[config.mk]
export PLATFORM = sky130hd
export DESIGN_NAME = slc_latch_ctrl
export DESIGN_NICKNAME = d
export VERILOG_FILES = /design/src/slc_pkg.sv /design/src/slc_shift_in.sv /design/src/slc_lock_detect.sv /design/src/slc_latch_ctrl.sv
export VERILOG_INCLUDE_DIRS = /design/src /design/src/src
export SDC_FILE = /design/constraint.sdc
export NUM_CORES = 1
export LEC_CHECK = 0
export BUFFER_PORTS_ARGS = -buffer_cell sky130_fd_sc_hd__buf_2
export CORE_MARGIN = 2
export CORE_UTILIZATION = 35
export DETAILED_ROUTE_END_ITERATION = 8
export PLACE_DENSITY_LB_ADDON = 0.08
export SETUP_SLACK_MARGIN = 0.3
export SKIP_CTS_REPAIR_TIMING = 1
export SYNTH_ARGS = -nofsm -noshare
export SYNTH_HDL_FRONTEND = slang
export SYNTH_HIERARCHICAL = 1
export SYNTH_SLANG_ARGS = --single-unit
[constraint.sdc]
create_clock -name clk_in -period 5.21 [get_ports clk_in]
set_input_delay 0.2605 -clock clk_in [delete_from_list [all_inputs] [get_ports clk_in]]
set_output_delay 0.2605 -clock clk_in [all_outputs]
set_load 0.005 [all_outputs]
[src/slc_regs.svh]
// Bit positions, reset values and timing counts of the latch control block.
// Assumes inclusion by bare name from the package and the design modules.
//
// What this block does
// - Select bits zero-zero send the word to the control latch.
// - Select bits high-low send the word to the feedback divider latch.
// - Select bits low-high send the word to the reference divider latch.
// - Arm bit set with sync select clear powers down at once.
// - Both power-down bits set power down on second reference edge.
// - Chip enable low disables the device regardless of power-down bits.
// - Power-down loads counters, tristates pump and outputs, clears lock.
// - Gain bit one picks pump setting two, zero picks setting one.
// - Gain bit follows the latest write from control or feedback latch.
// - Mute-until-lock keeps RF outputs off until lock is reported.
// - Pump tristate bit set forces the charge pump into three-state.
// - Polarity bit one gives positive detector polarity, zero negative.
// - Counter reset bit holds reference and feedback counters in reset.
// - Swallow count is a five-bit field taking zero through 31.
// - Main count is thirteen bits, dividing 3 through 8191.
// - Feedback division equals prescaler modulus times main plus swallow.
// - Bit 22 enables divide-by-two output; bit 23 feeds it to prescaler.
// - Reference divider is fourteen bits, dividing 1 through 16383.
// - Lock needs five good cycles with bit 18 set, else three.
// - Band select clock is the reference output, optionally divided down.
// - Host shifts 24 bits on rising serial clock; strobe high transfers.
`ifndef SLC_REGS_SVH
`define SLC_REGS_SVH

`define SLC_WORD_W 24
`define SLC_SEL_CTRL 2'h0
`define SLC_SEL_FDIV 2'h2
`define SLC_SEL_RDIV 2'h1
// Control latch fields
`define SLC_CTL_CNT_RST 4
`define SLC_CTL_PUMP_TRI 7
`define SLC_CTL_POLARITY 8
`define SLC_CTL_GAIN 10
`define SLC_CTL_MUTE 11
`define SLC_CTL_SET1_LO 14
`define SLC_CTL_SET2_LO 17
`define SLC_CTL_PD_ARM 20
`define SLC_CTL_PD_SYNC 21
`define SLC_CTL_PRE_LO 22
// Feedback latch fields
`define SLC_FDV_SWAL_LO 2
`define SLC_FDV_MAIN_LO 8
`define SLC_FDV_GAIN 21
`define SLC_FDV_DIV2 22
`define SLC_FDV_DIV2_SEL 23
// Reference latch fields
`define SLC_RDV_DIV_LO 2
`define SLC_RDV_LOCK_PREC 18
`define SLC_RDV_BAND_LO 20
// Reset values
`define SLC_RST_WORD 24'h000000
// Lock counts and power-down edge count
`define SLC_LOCK_FINE 3'h5
`define SLC_LOCK_COARSE 3'h3
`define SLC_PD_EDGES 2'h2

`endif

[src/slc_pkg.sv]
// Types shared by the latch control modules.
// Assumes slc_regs.svh sits on the include path.
`include "slc_regs.svh"

package slc_pkg;

	typedef logic [`SLC_WORD_W-1:0] slc_word_t;

	// Decoded settings driven to the analog and divider sections
	typedef struct packed {
		logic [2:0] pump_current;
		logic pump_tristate;
		logic polarity_pos;
		logic [1:0] prescaler_modulus_sel;
		logic div2_out_en;
		logic div2_to_prescaler;
		logic [4:0] swallow_count_bits;
		logic [12:0] main_count_bits;
		logic [13:0] ref_divide_bits;
	} slc_settings_s;

	typedef enum logic [1:0] {
		SLC_RUN,
		SLC_SYNC_WAIT,
		SLC_DOWN
	} slc_pd_e;

endpackage : slc_pkg

[src/slc_shift_in.sv]
// Serial input register: 24 bits shifted MSB first on the clock edge.
// Assumes serial pins are already synchronised into the clk_in domain.
`timescale 1ns/10ps
`default_nettype none
`include "slc_regs.svh"

module slc_shift_in
	import slc_pkg::*;
(
	// Clock and reset
	input wire logic clk_in,
	input wire logic arst_n_in,
	// Synchronised serial pins
	input wire logic sclk_in,
	input wire logic sdata_in,
	input wire logic strobe_in,
	// Word out
	output slc_word_t word_out,
	output logic load_out
);

	logic sclk_d;
	logic strobe_d;
	wire sclk_rise = sclk_in & ~sclk_d;
	// Load pulse on strobe rising edge
	assign load_out = strobe_in & ~strobe_d;

	// Shift keeps running in power-down; only reset stops it
	always_ff @(posedge clk_in or negedge arst_n_in) begin
		if (!arst_n_in) begin
			sclk_d <= 1'b0;
			strobe_d <= 1'b0;
			word_out <= `SLC_RST_WORD;
		end else begin
			sclk_d <= sclk_in;
			strobe_d <= strobe_in;
			if (sclk_rise) begin
				word_out <= {word_out[`SLC_WORD_W-2:0], sdata_in};
			end
		end
	end

endmodule : slc_shift_in

`default_nettype wire

[src/slc_lock_detect.sv]
// Lock qualifier: counts consecutive good reference cycles.
// Assumes phase_ok_in is from the same clock domain.
`timescale 1ns/10ps
`default_nettype none
`include "slc_regs.svh"

module slc_lock_detect
	import slc_pkg::*;
(
	// Clock and reset
	input wire logic clk_in,
	input wire logic arst_n_in,
	// Qualification inputs
	input wire logic clear_in,
	input wire logic ref_tick_in,
	input wire logic phase_ok_in,
	input wire logic fine_in,
	// Lock out
	output logic locked_out
);

	logic [2:0] good_cnt;
	wire [2:0] need = fine_in ? `SLC_LOCK_FINE : `SLC_LOCK_COARSE;

	// A bad cycle restarts the count; clear wins
	always_ff @(posedge clk_in or negedge arst_n_in) begin
		if (!arst_n_in) begin
			good_cnt <= 3'h0;
			locked_out <= 1'b0;
		end else if (clear_in) begin
			good_cnt <= 3'h0;
			locked_out <= 1'b0;
		end else if (ref_tick_in) begin
			if (!phase_ok_in) begin
				good_cnt <= 3'h0;
				locked_out <= 1'b0;
			end else if (good_cnt < need) begin
				good_cnt <= good_cnt + 3'h1;
				locked_out <= (good_cnt + 3'h1) >= need;
			end
		end
	end

	a_lock_needs_cnt: assert property (
		@(posedge clk_in) disable iff (!arst_n_in)
		$rose(locked_out) |-> good_cnt == need)
		else $error("lock too early");

endmodule : slc_lock_detect

`default_nettype wire

[src/slc_latch_ctrl.sv]
// Top of the synthesizer latch control: serial capture, three latches,
// power-down control, gain tracking, mute, lock and band select clock.
// Assumes serial pins, chip enable and reference tick arrive from outside
// clk_in and are synchronised here; the phase comparator flag is local.
`timescale 1ns/10ps
`default_nettype none
`include "slc_regs.svh"

module slc_latch_ctrl
	import slc_pkg::*;
(
	// Clock and reset
	input wire logic clk_in,
	input wire logic arst_n_in,
	// Serial programming pins
	input wire logic sclk_in,
	input wire logic sdata_in,
	input wire logic latch_strobe_in,
	// Chip enable pin
	input wire logic chip_en_in,
	// Reference divider output and phase flag
	input wire logic ref_out_in,
	input wire logic phase_ok_in,
	// Decoded settings
	output slc_settings_s settings_out,
	output logic gain_bit_out,
	// Power and lock status
	output logic powered_down_out,
	output logic counters_load_out,
	output logic ref_buf_en_out,
	output logic rf_out_en_out,
	output logic locked_out,
	// Band select clock enable pulse
	output logic band_clk_out
);

	// Two-flop synchronisers for pins
	logic [4:0] sync1;
	logic [4:0] sync2;
	always_ff @(posedge clk_in or negedge arst_n_in) begin
		if (!arst_n_in) begin
			sync1 <= 5'h00;
			sync2 <= 5'h00;
		end else begin
			sync1 <= {sclk_in, sdata_in, latch_strobe_in, chip_en_in,
				ref_out_in};
			sync2 <= sync1;
		end
	end
	wire s_sclk = sync2[4];
	wire s_data = sync2[3];
	wire s_strobe = sync2[2];
	wire s_ce = sync2[1];
	wire s_ref = sync2[0];

	// Reference edge detect
	logic ref_d;
	always_ff @(posedge clk_in or negedge arst_n_in) begin
		if (!arst_n_in) begin
			ref_d <= 1'b0;
		end else begin
			ref_d <= s_ref;
		end
	end
	wire ref_rise = s_ref & ~ref_d;

	// Serial capture
	slc_word_t shift_word;
	logic load;
	slc_shift_in u_shift (
		.clk_in(clk_in),
		.arst_n_in(arst_n_in),
		.sclk_in(s_sclk),
		.sdata_in(s_data),
		.strobe_in(s_strobe),
		.word_out(shift_word),
		.load_out(load)
	);

	// Latch select decode from the two last bits
	wire [1:0] sel = shift_word[1:0];
	wire ld_ctrl = load && (sel == `SLC_SEL_CTRL);
	wire ld_fdiv = load && (sel == `SLC_SEL_FDIV);
	wire ld_rdiv = load && (sel == `SLC_SEL_RDIV);

	// The three latches; select code 11 is left alone
	slc_word_t control_word_latch;
	slc_word_t feedback_divider_latch;
	slc_word_t reference_divider_latch;
	logic gain;
	always_ff @(posedge clk_in or negedge arst_n_in) begin
		if (!arst_n_in) begin
			control_word_latch <= `SLC_RST_WORD;
			feedback_divider_latch <= `SLC_RST_WORD;
			reference_divider_latch <= `SLC_RST_WORD;
		end else begin
			if (ld_ctrl) begin
				control_word_latch <= shift_word;
			end
			if (ld_fdiv) begin
				feedback_divider_latch <= shift_word;
			end
			if (ld_rdiv) begin
				reference_divider_latch <= shift_word;
			end
		end
	end

	// Shared gain bit: the latest writer wins
	always_ff @(posedge clk_in or negedge arst_n_in) begin
		if (!arst_n_in) begin
			gain <= 1'b0;
		end else if (ld_ctrl) begin
			gain <= shift_word[`SLC_CTL_GAIN];
		end else if (ld_fdiv) begin
			gain <= shift_word[`SLC_FDV_GAIN];
		end
	end
	assign gain_bit_out = gain;

	// Power-down state machine
	slc_pd_e pd_state;
	slc_pd_e next_pd_state;
	logic [1:0] pd_edges;

	// Requests carried by a control write; a later write overrides an
	// earlier one that is still waiting for its reference edges
	wire pd_arm_bit = shift_word[`SLC_CTL_PD_ARM];
	wire pd_sync_bit = shift_word[`SLC_CTL_PD_SYNC];
	wire pd_cancel = ld_ctrl && !pd_arm_bit;
	wire pd_req_async = ld_ctrl && pd_arm_bit && !pd_sync_bit;
	wire pd_req_sync = ld_ctrl && pd_arm_bit && pd_sync_bit;
	wire pd_second_edge = ref_rise && (pd_edges == `SLC_PD_EDGES - 2'h1);

	// Next state; a sync request while already down keeps the part down
	always_comb begin
		next_pd_state = pd_state;
		unique case (pd_state)
			SLC_RUN: begin
				if (pd_req_async) begin
					next_pd_state = SLC_DOWN;
				end else if (pd_req_sync) begin
					next_pd_state = SLC_SYNC_WAIT;
				end
			end
			SLC_SYNC_WAIT: begin
				if (pd_cancel) begin
					next_pd_state = SLC_RUN;
				end else if (pd_req_async) begin
					next_pd_state = SLC_DOWN;
				end else if (!pd_req_sync && pd_second_edge) begin
					next_pd_state = SLC_DOWN;
				end
			end
			SLC_DOWN: begin
				if (pd_cancel) begin
					next_pd_state = SLC_RUN;
				end
			end
		endcase
	end

	// Edge counter resets on each strobe into the waiting state
	always_ff @(posedge clk_in or negedge arst_n_in) begin
		if (!arst_n_in) begin
			pd_state <= SLC_RUN;
			pd_edges <= 2'h0;
		end else begin
			pd_state <= next_pd_state;
			if (pd_state != SLC_SYNC_WAIT || ld_ctrl) begin
				pd_edges <= 2'h0;
			end else if (ref_rise) begin
				pd_edges <= pd_edges + 2'h1;
			end
		end
	end

	// Chip enable low overrides any software state
	wire pd_any = !s_ce || (pd_state == SLC_DOWN);
	wire cnt_rst = control_word_latch[`SLC_CTL_CNT_RST];

	// Lock detector, cleared in power-down
	logic lock;
	slc_lock_detect u_lock (
		.clk_in(clk_in),
		.arst_n_in(arst_n_in),
		.clear_in(pd_any),
		.ref_tick_in(ref_rise),
		.phase_ok_in(phase_ok_in),
		.fine_in(reference_divider_latch[`SLC_RDV_LOCK_PREC]),
		.locked_out(lock)
	);
	assign locked_out = lock;

	// Power-down effects and mute; outputs as registers
	wire mute = control_word_latch[`SLC_CTL_MUTE] && !lock;
	always_ff @(posedge clk_in or negedge arst_n_in) begin
		if (!arst_n_in) begin
			powered_down_out <= 1'b1;
			counters_load_out <= 1'b1;
			ref_buf_en_out <= 1'b0;
			rf_out_en_out <= 1'b0;
		end else begin
			powered_down_out <= pd_any;
			counters_load_out <= pd_any || cnt_rst;
			ref_buf_en_out <= !pd_any;
			rf_out_en_out <= !pd_any && !mute;
		end
	end

	// Decoded settings; pump current picked by gain bit
	wire [2:0] set1 = control_word_latch[`SLC_CTL_SET1_LO +: 3];
	wire [2:0] set2 = control_word_latch[`SLC_CTL_SET2_LO +: 3];
	always_ff @(posedge clk_in or negedge arst_n_in) begin
		if (!arst_n_in) begin
			settings_out <= '0;
		end else begin
			settings_out.pump_current <= gain ? set2 : set1;
			settings_out.pump_tristate <= pd_any ||
				control_word_latch[`SLC_CTL_PUMP_TRI];
			settings_out.polarity_pos <=
				control_word_latch[`SLC_CTL_POLARITY];
			settings_out.prescaler_modulus_sel <=
				control_word_latch[`SLC_CTL_PRE_LO +: 2];
			settings_out.div2_out_en <= feedback_divider_latch[`SLC_FDV_DIV2];
			settings_out.div2_to_prescaler <=
				feedback_divider_latch[`SLC_FDV_DIV2_SEL];
			settings_out.swallow_count_bits <=
				feedback_divider_latch[`SLC_FDV_SWAL_LO +: 5];
			settings_out.main_count_bits <=
				feedback_divider_latch[`SLC_FDV_MAIN_LO +: 13];
			settings_out.ref_divide_bits <=
				reference_divider_latch[`SLC_RDV_DIV_LO +: 14];
		end
	end

	// Band select clock: divide reference ticks by 1, 2, 4 or 8
	logic [2:0] band_cnt;
	wire [1:0] band_sel = reference_divider_latch[`SLC_RDV_BAND_LO +: 2];
	wire [2:0] band_max = 3'((4'h1 << band_sel) - 4'h1);
	always_ff @(posedge clk_in or negedge arst_n_in) begin
		if (!arst_n_in) begin
			band_cnt <= 3'h0;
			band_clk_out <= 1'b0;
		end else begin
			band_clk_out <= 1'b0;
			if (pd_any) begin
				band_cnt <= 3'h0;
			end else if (ref_rise) begin
				if (band_cnt >= band_max) begin
					band_cnt <= 3'h0;
					band_clk_out <= 1'b1;
				end else begin
					band_cnt <= band_cnt + 3'h1;
				end
			end
		end
	end

	// Checks: latch transfer by select code
	a_ctrl_load: assert property (
		@(posedge clk_in) disable iff (!arst_n_in)
		ld_ctrl |=> control_word_latch == $past(shift_word))
		else $error("control latch not loaded");
	a_fdiv_load: assert property (
		@(posedge clk_in) disable iff (!arst_n_in)
		ld_fdiv |=> feedback_divider_latch == $past(shift_word))
		else $error("feedback latch not loaded");
	a_rdiv_load: assert property (
		@(posedge clk_in) disable iff (!arst_n_in)
		ld_rdiv |=> reference_divider_latch == $past(shift_word))
		else $error("reference latch not loaded");
	a_spare_select: assert property (
		@(posedge clk_in) disable iff (!arst_n_in)
		(load && sel == 2'h3) |=> $stable(control_word_latch) &&
			$stable(feedback_divider_latch) &&
			$stable(reference_divider_latch) && $stable(gain))
		else $error("spare select code wrote a latch");

	// Checks: power-down entry and its effects
	a_async_pd: assert property (
		@(posedge clk_in) disable iff (!arst_n_in)
		(ld_ctrl && shift_word[20] && !shift_word[21]) |=> ##1 powered_down_out)
		else $error("async power-down late");
	a_sync_pd_wait: assert property (
		@(posedge clk_in) disable iff (!arst_n_in)
		(pd_state == SLC_SYNC_WAIT && s_ce) |=> !powered_down_out)
		else $error("sync power-down too early");
	a_sync_pd_edge: assert property (
		@(posedge clk_in) disable iff (!arst_n_in)
		(pd_state == SLC_SYNC_WAIT && pd_edges == 2'h1 && ref_rise &&
			!ld_ctrl) |=> ##1 powered_down_out)
		else $error("sync power-down missed second edge");
	a_ce_forces_pd: assert property (
		@(posedge clk_in) disable iff (!arst_n_in)
		!s_ce |=> powered_down_out && !rf_out_en_out && settings_out.pump_tristate)
		else $error("chip enable ignored");
	a_pd_effects: assert property (
		@(posedge clk_in) disable iff (!arst_n_in)
		pd_any |=> counters_load_out && !ref_buf_en_out && !locked_out &&
			settings_out.pump_tristate && !rf_out_en_out)
		else $error("power-down effects missing");
	a_run_bias: assert property (
		@(posedge clk_in) disable iff (!arst_n_in)
		!pd_any |=> ref_buf_en_out && !powered_down_out)
		else $error("running block left powered down");

	// Checks: shared gain bit and the pump setting it picks
	a_gain_latest: assert property (
		@(posedge clk_in) disable iff (!arst_n_in)
		ld_fdiv |=> gain_bit_out == $past(shift_word[21]))
		else $error("gain bit not tracking");
	a_gain_ctrl: assert property (
		@(posedge clk_in) disable iff (!arst_n_in)
		ld_ctrl |=> gain_bit_out == $past(shift_word[10]))
		else $error("gain bit ignores control write");
	a_pump_setting: assert property (
		@(posedge clk_in) disable iff (!arst_n_in)
		ld_ctrl |=> ##1 settings_out.pump_current == ($past(shift_word[10], 2) ?
			$past(shift_word[19:17], 2) : $past(shift_word[16:14], 2)))
		else $error("pump current setting wrong");

	// Checks: mute, counter reset and band select clock
	a_mute_lock: assert property (
		@(posedge clk_in) disable iff (!arst_n_in)
		(control_word_latch[11] && !lock) |=> !rf_out_en_out)
		else $error("output on before lock");
	a_cnt_reset: assert property (
		@(posedge clk_in) disable iff (!arst_n_in)
		cnt_rst |=> counters_load_out)
		else $error("counter reset ignored");
	a_cnt_release: assert property (
		@(posedge clk_in) disable iff (!arst_n_in)
		(!pd_any && !cnt_rst) |=> !counters_load_out)
		else $error("counters held without cause");
	a_band_tick: assert property (
		@(posedge clk_in) disable iff (!arst_n_in)
		band_clk_out |-> $past(ref_rise) && !$past(pd_any))
		else $error("band clock without reference tick");
	a_band_every: assert property (
		@(posedge clk_in) disable iff (!arst_n_in)
		(ref_rise && !pd_any && band_sel == 2'h0) |=> band_clk_out)
		else $error("undivided band clock missed a tick");

endmodule : slc_latch_ctrl

`default_nettype wire

==> results of run 1 <==
[how the worst min path moves through the flow]
stage | startpoint | endpoint | slack (ps) | cells past startpoint
after detailed placement | sync1[0]$_DFF_PN0_ | sync2[0]$_DFF_PN0_ | 340 | 0
after CTS | ref_out_in | sync1[0]$_DFF_PN0_ | -70 | 1
final | arst_n_in | u_lock/good_cnt[2]$_DFFE_PN0P_ | -20 | 1
after global routing | arst_n_in | u_lock/good_cnt[2]$_DFFE_PN0P_ | 70 | 1
after global placement | sync1[0]$_DFF_PN0_ | sync2[0]$_DFF_PN0_ | 330 | 0
after floorplan | arst_n_in | band_clk_out$_DFF_PN0_ | -40 | 0
[cells in the final DEF (no fill, tap or decap), types with 2 or more instances in the layout]
cell / n
buf_2: 54
dlygate4sd3_1: 5
dfstp_2: 2
nor2b_1: 2
clkinv_2: 8
mux2i_1: 2
nand3b_1: 4
mux2_2: 44
clkbuf_16: 17
dfrtp_1: 142
clkbuf_8: 3
nand2_1: 43
ha_1: 13
or2_2: 3
a21oi_1: 5
nand3_1: 2
mux2_4: 22
clkinvlp_4: 2
nor2_1: 5
a31oi_1: 2
bufinv_16: 2
inv_1: 10
nand2b_1: 8
[cells in the mapped netlist, types with 3 or more instances]
master	count
dfrtp_1	142
mux2_2	44
nand2_1	43
mux2_4	22
ha_1	13
inv_1	10
nand2b_1	8
a21oi_1	5
nor2_1	5
buf_2	4
nand3b_1	4
clkbuf_1	3
or2_2	3
[metal layers]
| layer | vias to the layer above | wire [µm] |
|---|---|---|
| met1 | 1464 | 4350 |
| met2 | 44 | 4390 |
| met3 | 8 | 368 |
| met4 | 0 | 119 |
| met5 | - | 0 |
| li1 | 1323 | - |
[area by class of cell]
class,count,area share
Sequential cell,144,0.563
Multi-Input combinational cell,181,0.250
Clock buffer,20,0.0729
Timing Repair Buffer,61,0.0529
Tap cell,188,0.0367
Clock inverter,12,0.0180
Inverter,11,0.00645
[cell families (layout without fill, tap and decap cells)]
| kind of cell | Yosys count | count (layout) |
|---|---|---|
| buf+inv | 21 | 104 |
| simple gates | 77 | 77 |
| fa+ha+maj | 13 | 13 |
| compound gates | 21 | 21 |
| xor+xnor | 2 | 2 |
| flops | 144 | 144 |
| mux | 68 | 68 |
[flip-flops by register name, indices dropped and copies added (netlist names), 2 cells and up]
| register | count |
|---|---|
| settings_out | 41 |
| sync2 | 5 |
| u_shift/word_out | 24 |
| feedback_divider_latch | 20 |
| reference_divider_latch | 17 |
| band_cnt | 3 |
| pd_edges | 2 |
| pd_state | 2 |
| control_word_latch | 12 |
| u_lock/good_cnt | 3 |
| sync1 | 5 |
[power groups by stage]
stage	clock [mW]	sequential (mW)	combinational, mW
floorplan	0	1.51	0.273
global placement	0	1.55	0.430
detailed placement	0	1.55	0.437
CTS	1.21	1.54	0.440
global route	1.26	1.57	0.478
finish	1.18	1.53	0.432
[per-stage QoR]
step / area, µm² / setup WS [ps] / total power [mW]
after global placement: 5770 / 2920 / 1.98
after global routing: 6410 / 2740 / 3.31
after detailed placement: 5770 / 2840 / 1.99
after CTS: 6360 / 2840 / 3.19
final: 6410 / 2950 / 3.14
after floorplan: 5330 / 3340 / 1.79
==> summary.txt, run 1 <==
Status
  • Status: finished with violations
  • Violated checks: negative hold slack

Yosys
  • Mapped Area: 0.00533 mm²
  • Synth top area share: 0.667
  • Largest family of logic cells by synthesized area: multiplexers
  • Ys flop type: dfrtp_1
  • Mux cell area share after synthesis: 0.159
  • Adder-cell share of the synthesized area: 0.0305
  • Post-synthesis sequential area ratio: 0.677
  • Cells after Synth: 346
  • Post-synth EDFFs: 0
  • Netlist cell types: 46
  • Post-Synth Simple-Gate Area: 0.0759
  • Compound-Gate Fraction of Synth Area: 0.0315
  • Synth top area cells: dfrtp_1 67%, mux2_2 9.3%, mux2_4 6.2%, ha_1 3.1%, nand2_1 3.0%
  • Post-Syn Area per Cell: 15.4 µm²
  • Synth area leader: dfrtp_1
  • Syn nets: 367
  • Ys Warns: 6
  • #FFs+latches synth: between 100 and 150
  • Async set or reset register ratio after synthesis: 1.00
  • Synth Area in XOR/XNOR: 0.00329

Die
  • Die extent in x: between 100 and 150 µm
  • Row cnt: 45
  • Ports: 56
  • Die Y: 127 µm
  • Die area: between 0.015 and 0.02 mm²
  • CORE AREA: approximately 0.015 mm²
  • Starting Density: 0.354

GRT
  • GR Overflow Total: 0
  • Vias in the first global route: 2979
  • Largest net degree at the start of global routing: roughly 110
  • Tot GR Track Use: 0.127
  • Initial antenna violation count: 0
  • Busiest layer in global routing: met2
  • Met2 Resource Use GR: 0.194
  • Grt met1 use: 0.165
  • Global-route wire length before repair: 15.6 mm
  • GR Util met3: 0.0444

Place
  • Port Buf Inserts: 55
  • GP Congestion: 0.758
  • Placed Instances: a little under 600
  • Detailed Place HPWL: 5.56 mm

Clock network
  • Clk root buf: clkbuf_16
  • CTS buffer count: 17
  • CTS tree: built
  • Clk slew on worst S/H paths: approximately 60 ps
  • H-tree depth: 4
  • Worst skew pair latency: 410 ps
  • Clock sink count: 144
  • Worst-case clock buffer depth: 2

STA
  • Fmax: 442 MHz
  • Max-slew headroom: 0.167
  • Tmin final: around 2300 ps
  • Final hold violation count: 15
  • Slew of the pin with the lowest slew margin: 1250 ps
  • Slew Limit Fails: 0
  • Final setup fails: 0
  • Fin crit share: 0.434
  • Clock Skews: 5.20 ps
  • Unrepaired setup endpoints after global routing: no
  • Hold slack: -17.4 ps
  • Sum of negative setup slack: 0 ps

Routing
  • Drt via density: 4.60
  • DRC errors left: 0
  • Total number of vias: 2839
  • DRT Pass-1 Iters: 4
  • Routed Antenna Nets: 0
  • Routed wire per std cell: between 10 and 15 µm
  • Initial DRC Count: 177
  • WL final: 9.23 mm

Job
  • Max-cap viol count: 0

Setup path
  • RR Startpoint: sync2[2]$_DFF_PN0_
  • Crit. End Element: flip-flop
  • Worst-path cell with the longest stage delay: nand3b_1
  • Buf/Inv on CP: 0
  • Crit path launch type: flip-flop
  • Reg2Reg Depth: 3
  • Family with the most delay on the worst path: simple AND/OR/NAND/NOR gates
  • Worst setup startpoint: sync2[2]$_DFF_PN0_
  • CP endpoint: feedback_divider_latch[12]$_DFFE_PN0P_
  • CP required: 5500 ps
  • Critical Path AT: 2550 ps
  • CP Cell Sequence: nor2b_1 > nand3b_1 > mux2_2
  • CP Max Fanout: 20
  • Reg2reg end: feedback_divider_latch[12]$_DFFE_PN0P_
  • Levels on crit path: 3
  • Worst setup path category: flip-flop to flip-flop
  • Slowest cell delay on critical path: 900 ps
  • R2r setup slk: 2950 ps

Pwr
  • Clk pwr share: 0.375
  • Pwr/cell area: 490 mW/mm²
  • Switching power: approximately 770 µW
  • Reg power frac: 0.487
  • Switching part of the total: 0.244
  • Comb pwr share: 0.138
  • Pleak: 3.25 nW
  • Pint: ~2.4 mW
  • VDD IR max: 285 µV

Layout
  • Post-layout util: 0.426
  • Ant diodes: 0
  • Nets: 437
  • Multi-input logic area: around 0.0016 mm²
  • Register area: 0.00361 mm²
  • Finished Layout Cells: 617
  • Layout cell share with drive strength beyond 1: 0.389
  • # fillers: 1413
  • Layout area overhead: 20.2%

Hold path
  • Hold Crit Class: input pin to async pin
Power figures use the tool's default switching activity.
==> inputs of run 2 (changes only) <==
Clock period 5.21 ns to 1.9 ns, I/O delays scaled along.
==> run 2 against run 1 <==
The run now ends clean. Combinational power rose to 3.1 times the previous value. Flip-flop and latch count did not move. First-iteration DRC count fell by 39%. Die area did not move. Highest routed layer unchanged.
==> summary.txt, run 2 (synthesis gave the netlist of run 1 again) <==
Setup path
  • Critical Path AT: 2010 ps
  • CP Max Fanout: 5
  • Crit. End Element: flip-flop
  • Reg2Reg Depth: 5
  • Worst setup path category: flip-flop to flip-flop
  • RR Startpoint: pd_state[1]$_DFFE_PN0P_
  • CP required: 2190 ps
  • Crit path launch type: flip-flop
  • R2r setup slk: 180 ps
  • Worst setup startpoint: pd_state[1]$_DFFE_PN0P_

Pwr
  • Pwr/cell area: 1290 mW/mm²
  • Pleak: 3.43 nW
  • Post-layout power: between 8 and 9 mW
  • VDD IR max: 602 µV

Layout
  • Finished Cell Area: 0.00682 mm²
  • Finished Layout Cells: between 600 and 700
  • Most flops, register: settings_out
  • Leading cell type in the layout, fill and taps excluded: dfrtp_1
  • Layout area overhead: 28.0%
  • Largest regs: settings_out x41, u_shift/word_out x24, feedback_divider_latch x20
  • Most frequent cells in the layout: 142 x dfrtp_1, 54 x buf_2, 44 x mux2_2
  • Ant diodes: 0
  • Nets: between 400 and 500
  • Max reg flops: 41
  • # fillers: 1396
  • Register area: roughly 0.0036 mm²
  • Post-layout util: 0.454
  • Multi-input logic area: 0.00174 mm²
  • Layout cell share with drive strength beyond 1: 0.465

STA
  • Tmin final: 1720 ps
  • Unrepaired setup endpoints after global routing: yes
  • Clock Skews: a little under 7 ps
  • Slack of the critical path: 183 ps
  • Slew Limit Fails: 0
  • Sum of negative setup slack: 0 ps
  • Slew of the pin with the lowest slew margin: 527 ps
  • Fin crit share: 0.904
  • Max-slew headroom: 0.649
  • Final hold violation count: 0
  • Final setup fails: 0
  • Fmax: 582 MHz
  • Hold slack: ~96 ps

Routing
  • DRT Pass-1 Iters: 4
  • Initial DRC Count: 108
  • Total number of vias: between 2k and 3k
  • WL final: around 9.9 mm
  • DRC errors left: 0
  • Routed Antenna Nets: 0
  • Routed wire per std cell: 15.4 µm
  • Drt via density: 4.56

Die
  • Die extent in x: around 130 µm
  • CORE AREA: 0.0150 mm²
  • Starting Density: 0.354
  • Die area: 0.0162 mm²
  • Row cnt: 45
  • Die Y: 127 µm
  • Ports: 56

GRT
  • GR Overflow Total: 0
  • Tot GR Track Use: 0.131
  • Largest net degree at the start of global routing: 55
  • Initial antenna violation count: 0
  • Global-route wire length before repair: 16.1 mm
  • Vias in the first global route: 3026

Place
  • Post-DP Area: 0.00595 mm²
  • GP Congestion: 0.774
  • Detailed Place HPWL: 6.05 mm
  • Place WS: 155 ps
  • Placed Instances: approximately 590
  • Port Buf Inserts: 55

Hold path
  • Hold Path Depth: 4
  • Hold Startpoint: phase_ok_in
  • Hold Crit Class: input pin to flip-flop

Clock network
  • CTS buffer count: 17
  • CTS tree: built
  • Clk root buf: clkbuf_16
  • Worst skew pair latency: 410 ps
  • H-tree depth: 4
  • Clock sink count: 144
  • Worst-case clock buffer depth: 2
  • Clk slew on worst S/H paths: 60 ps

Job
  • Max-cap viol count: 0

Status
  • Status: complete, no violations
-- run 2: changes by cell type in the layout (fill, tap and decap cells not counted), sizes merged --
cell,before,now
clkinv,9,7
dlygate4sd3,5,6
clkinvlp,2,1
nand2b,9,10
inv,10,13
buf,56,83
-- run 2: worst paths after layout --
check | to
min in group asynchronous | u_lock/locked_out$_DFFE_PN0P_
hold reg to reg | sync2[4]$_DFF_PN0_
max in group asynchronous | settings_out[27]$_DFF_PN0_
hold / removal | u_lock/good_cnt[1]$_DFFE_PN0P_
setup / recovery | u_lock/good_cnt[0]$_DFFE_PN0P_
setup reg to reg | u_lock/good_cnt[0]$_DFFE_PN0P_
-- run 2: layer usage --
| layer | up-vias | wire [µm] | track usage |
|---|---|---|---|
| met5 | - | 0 | 0 |
| met4 | 0 | 176 | 0.0659 |
| met3 | 16 | 436 | 0.0427 |
| met2 | 53 | 4870 | 0.198 |
| met1 | 1495 | 4450 | 0.169 |
| li1 | 1382 | - | - |
-- run 2: area by class of cell --
cell class | instances | area share
clock inverters | 12 | 0.0193
flip-flops and latches | 144 | 0.529
repair buffers | 89 | 0.0882
multi-input cells | 182 | 0.255
well taps | 188 | 0.0345
inverters | 11 | 0.00605
clock buffers | 20 | 0.0684
-- run 2: worst max-delay path: stages (launching register included) --
cell and delay, ps:
dfrtp_1 420, ha_4 170, nand2b_4 160, nand2b_4 160
o31a_1 370, mux2_4 320
-- run 2: power by group --
group | total (mW) | switching [mW] | leakage, nW | internal [mW]
combinational | 1.33 | 0.524 | 1.25 | 0.811
clock | 3.31 | 1.27 | 0.297 | 2.04
sequential | 4.18 | 0.409 | 1.89 | 3.77
total | 8.83 | 2.20 | 3.43 | 6.63
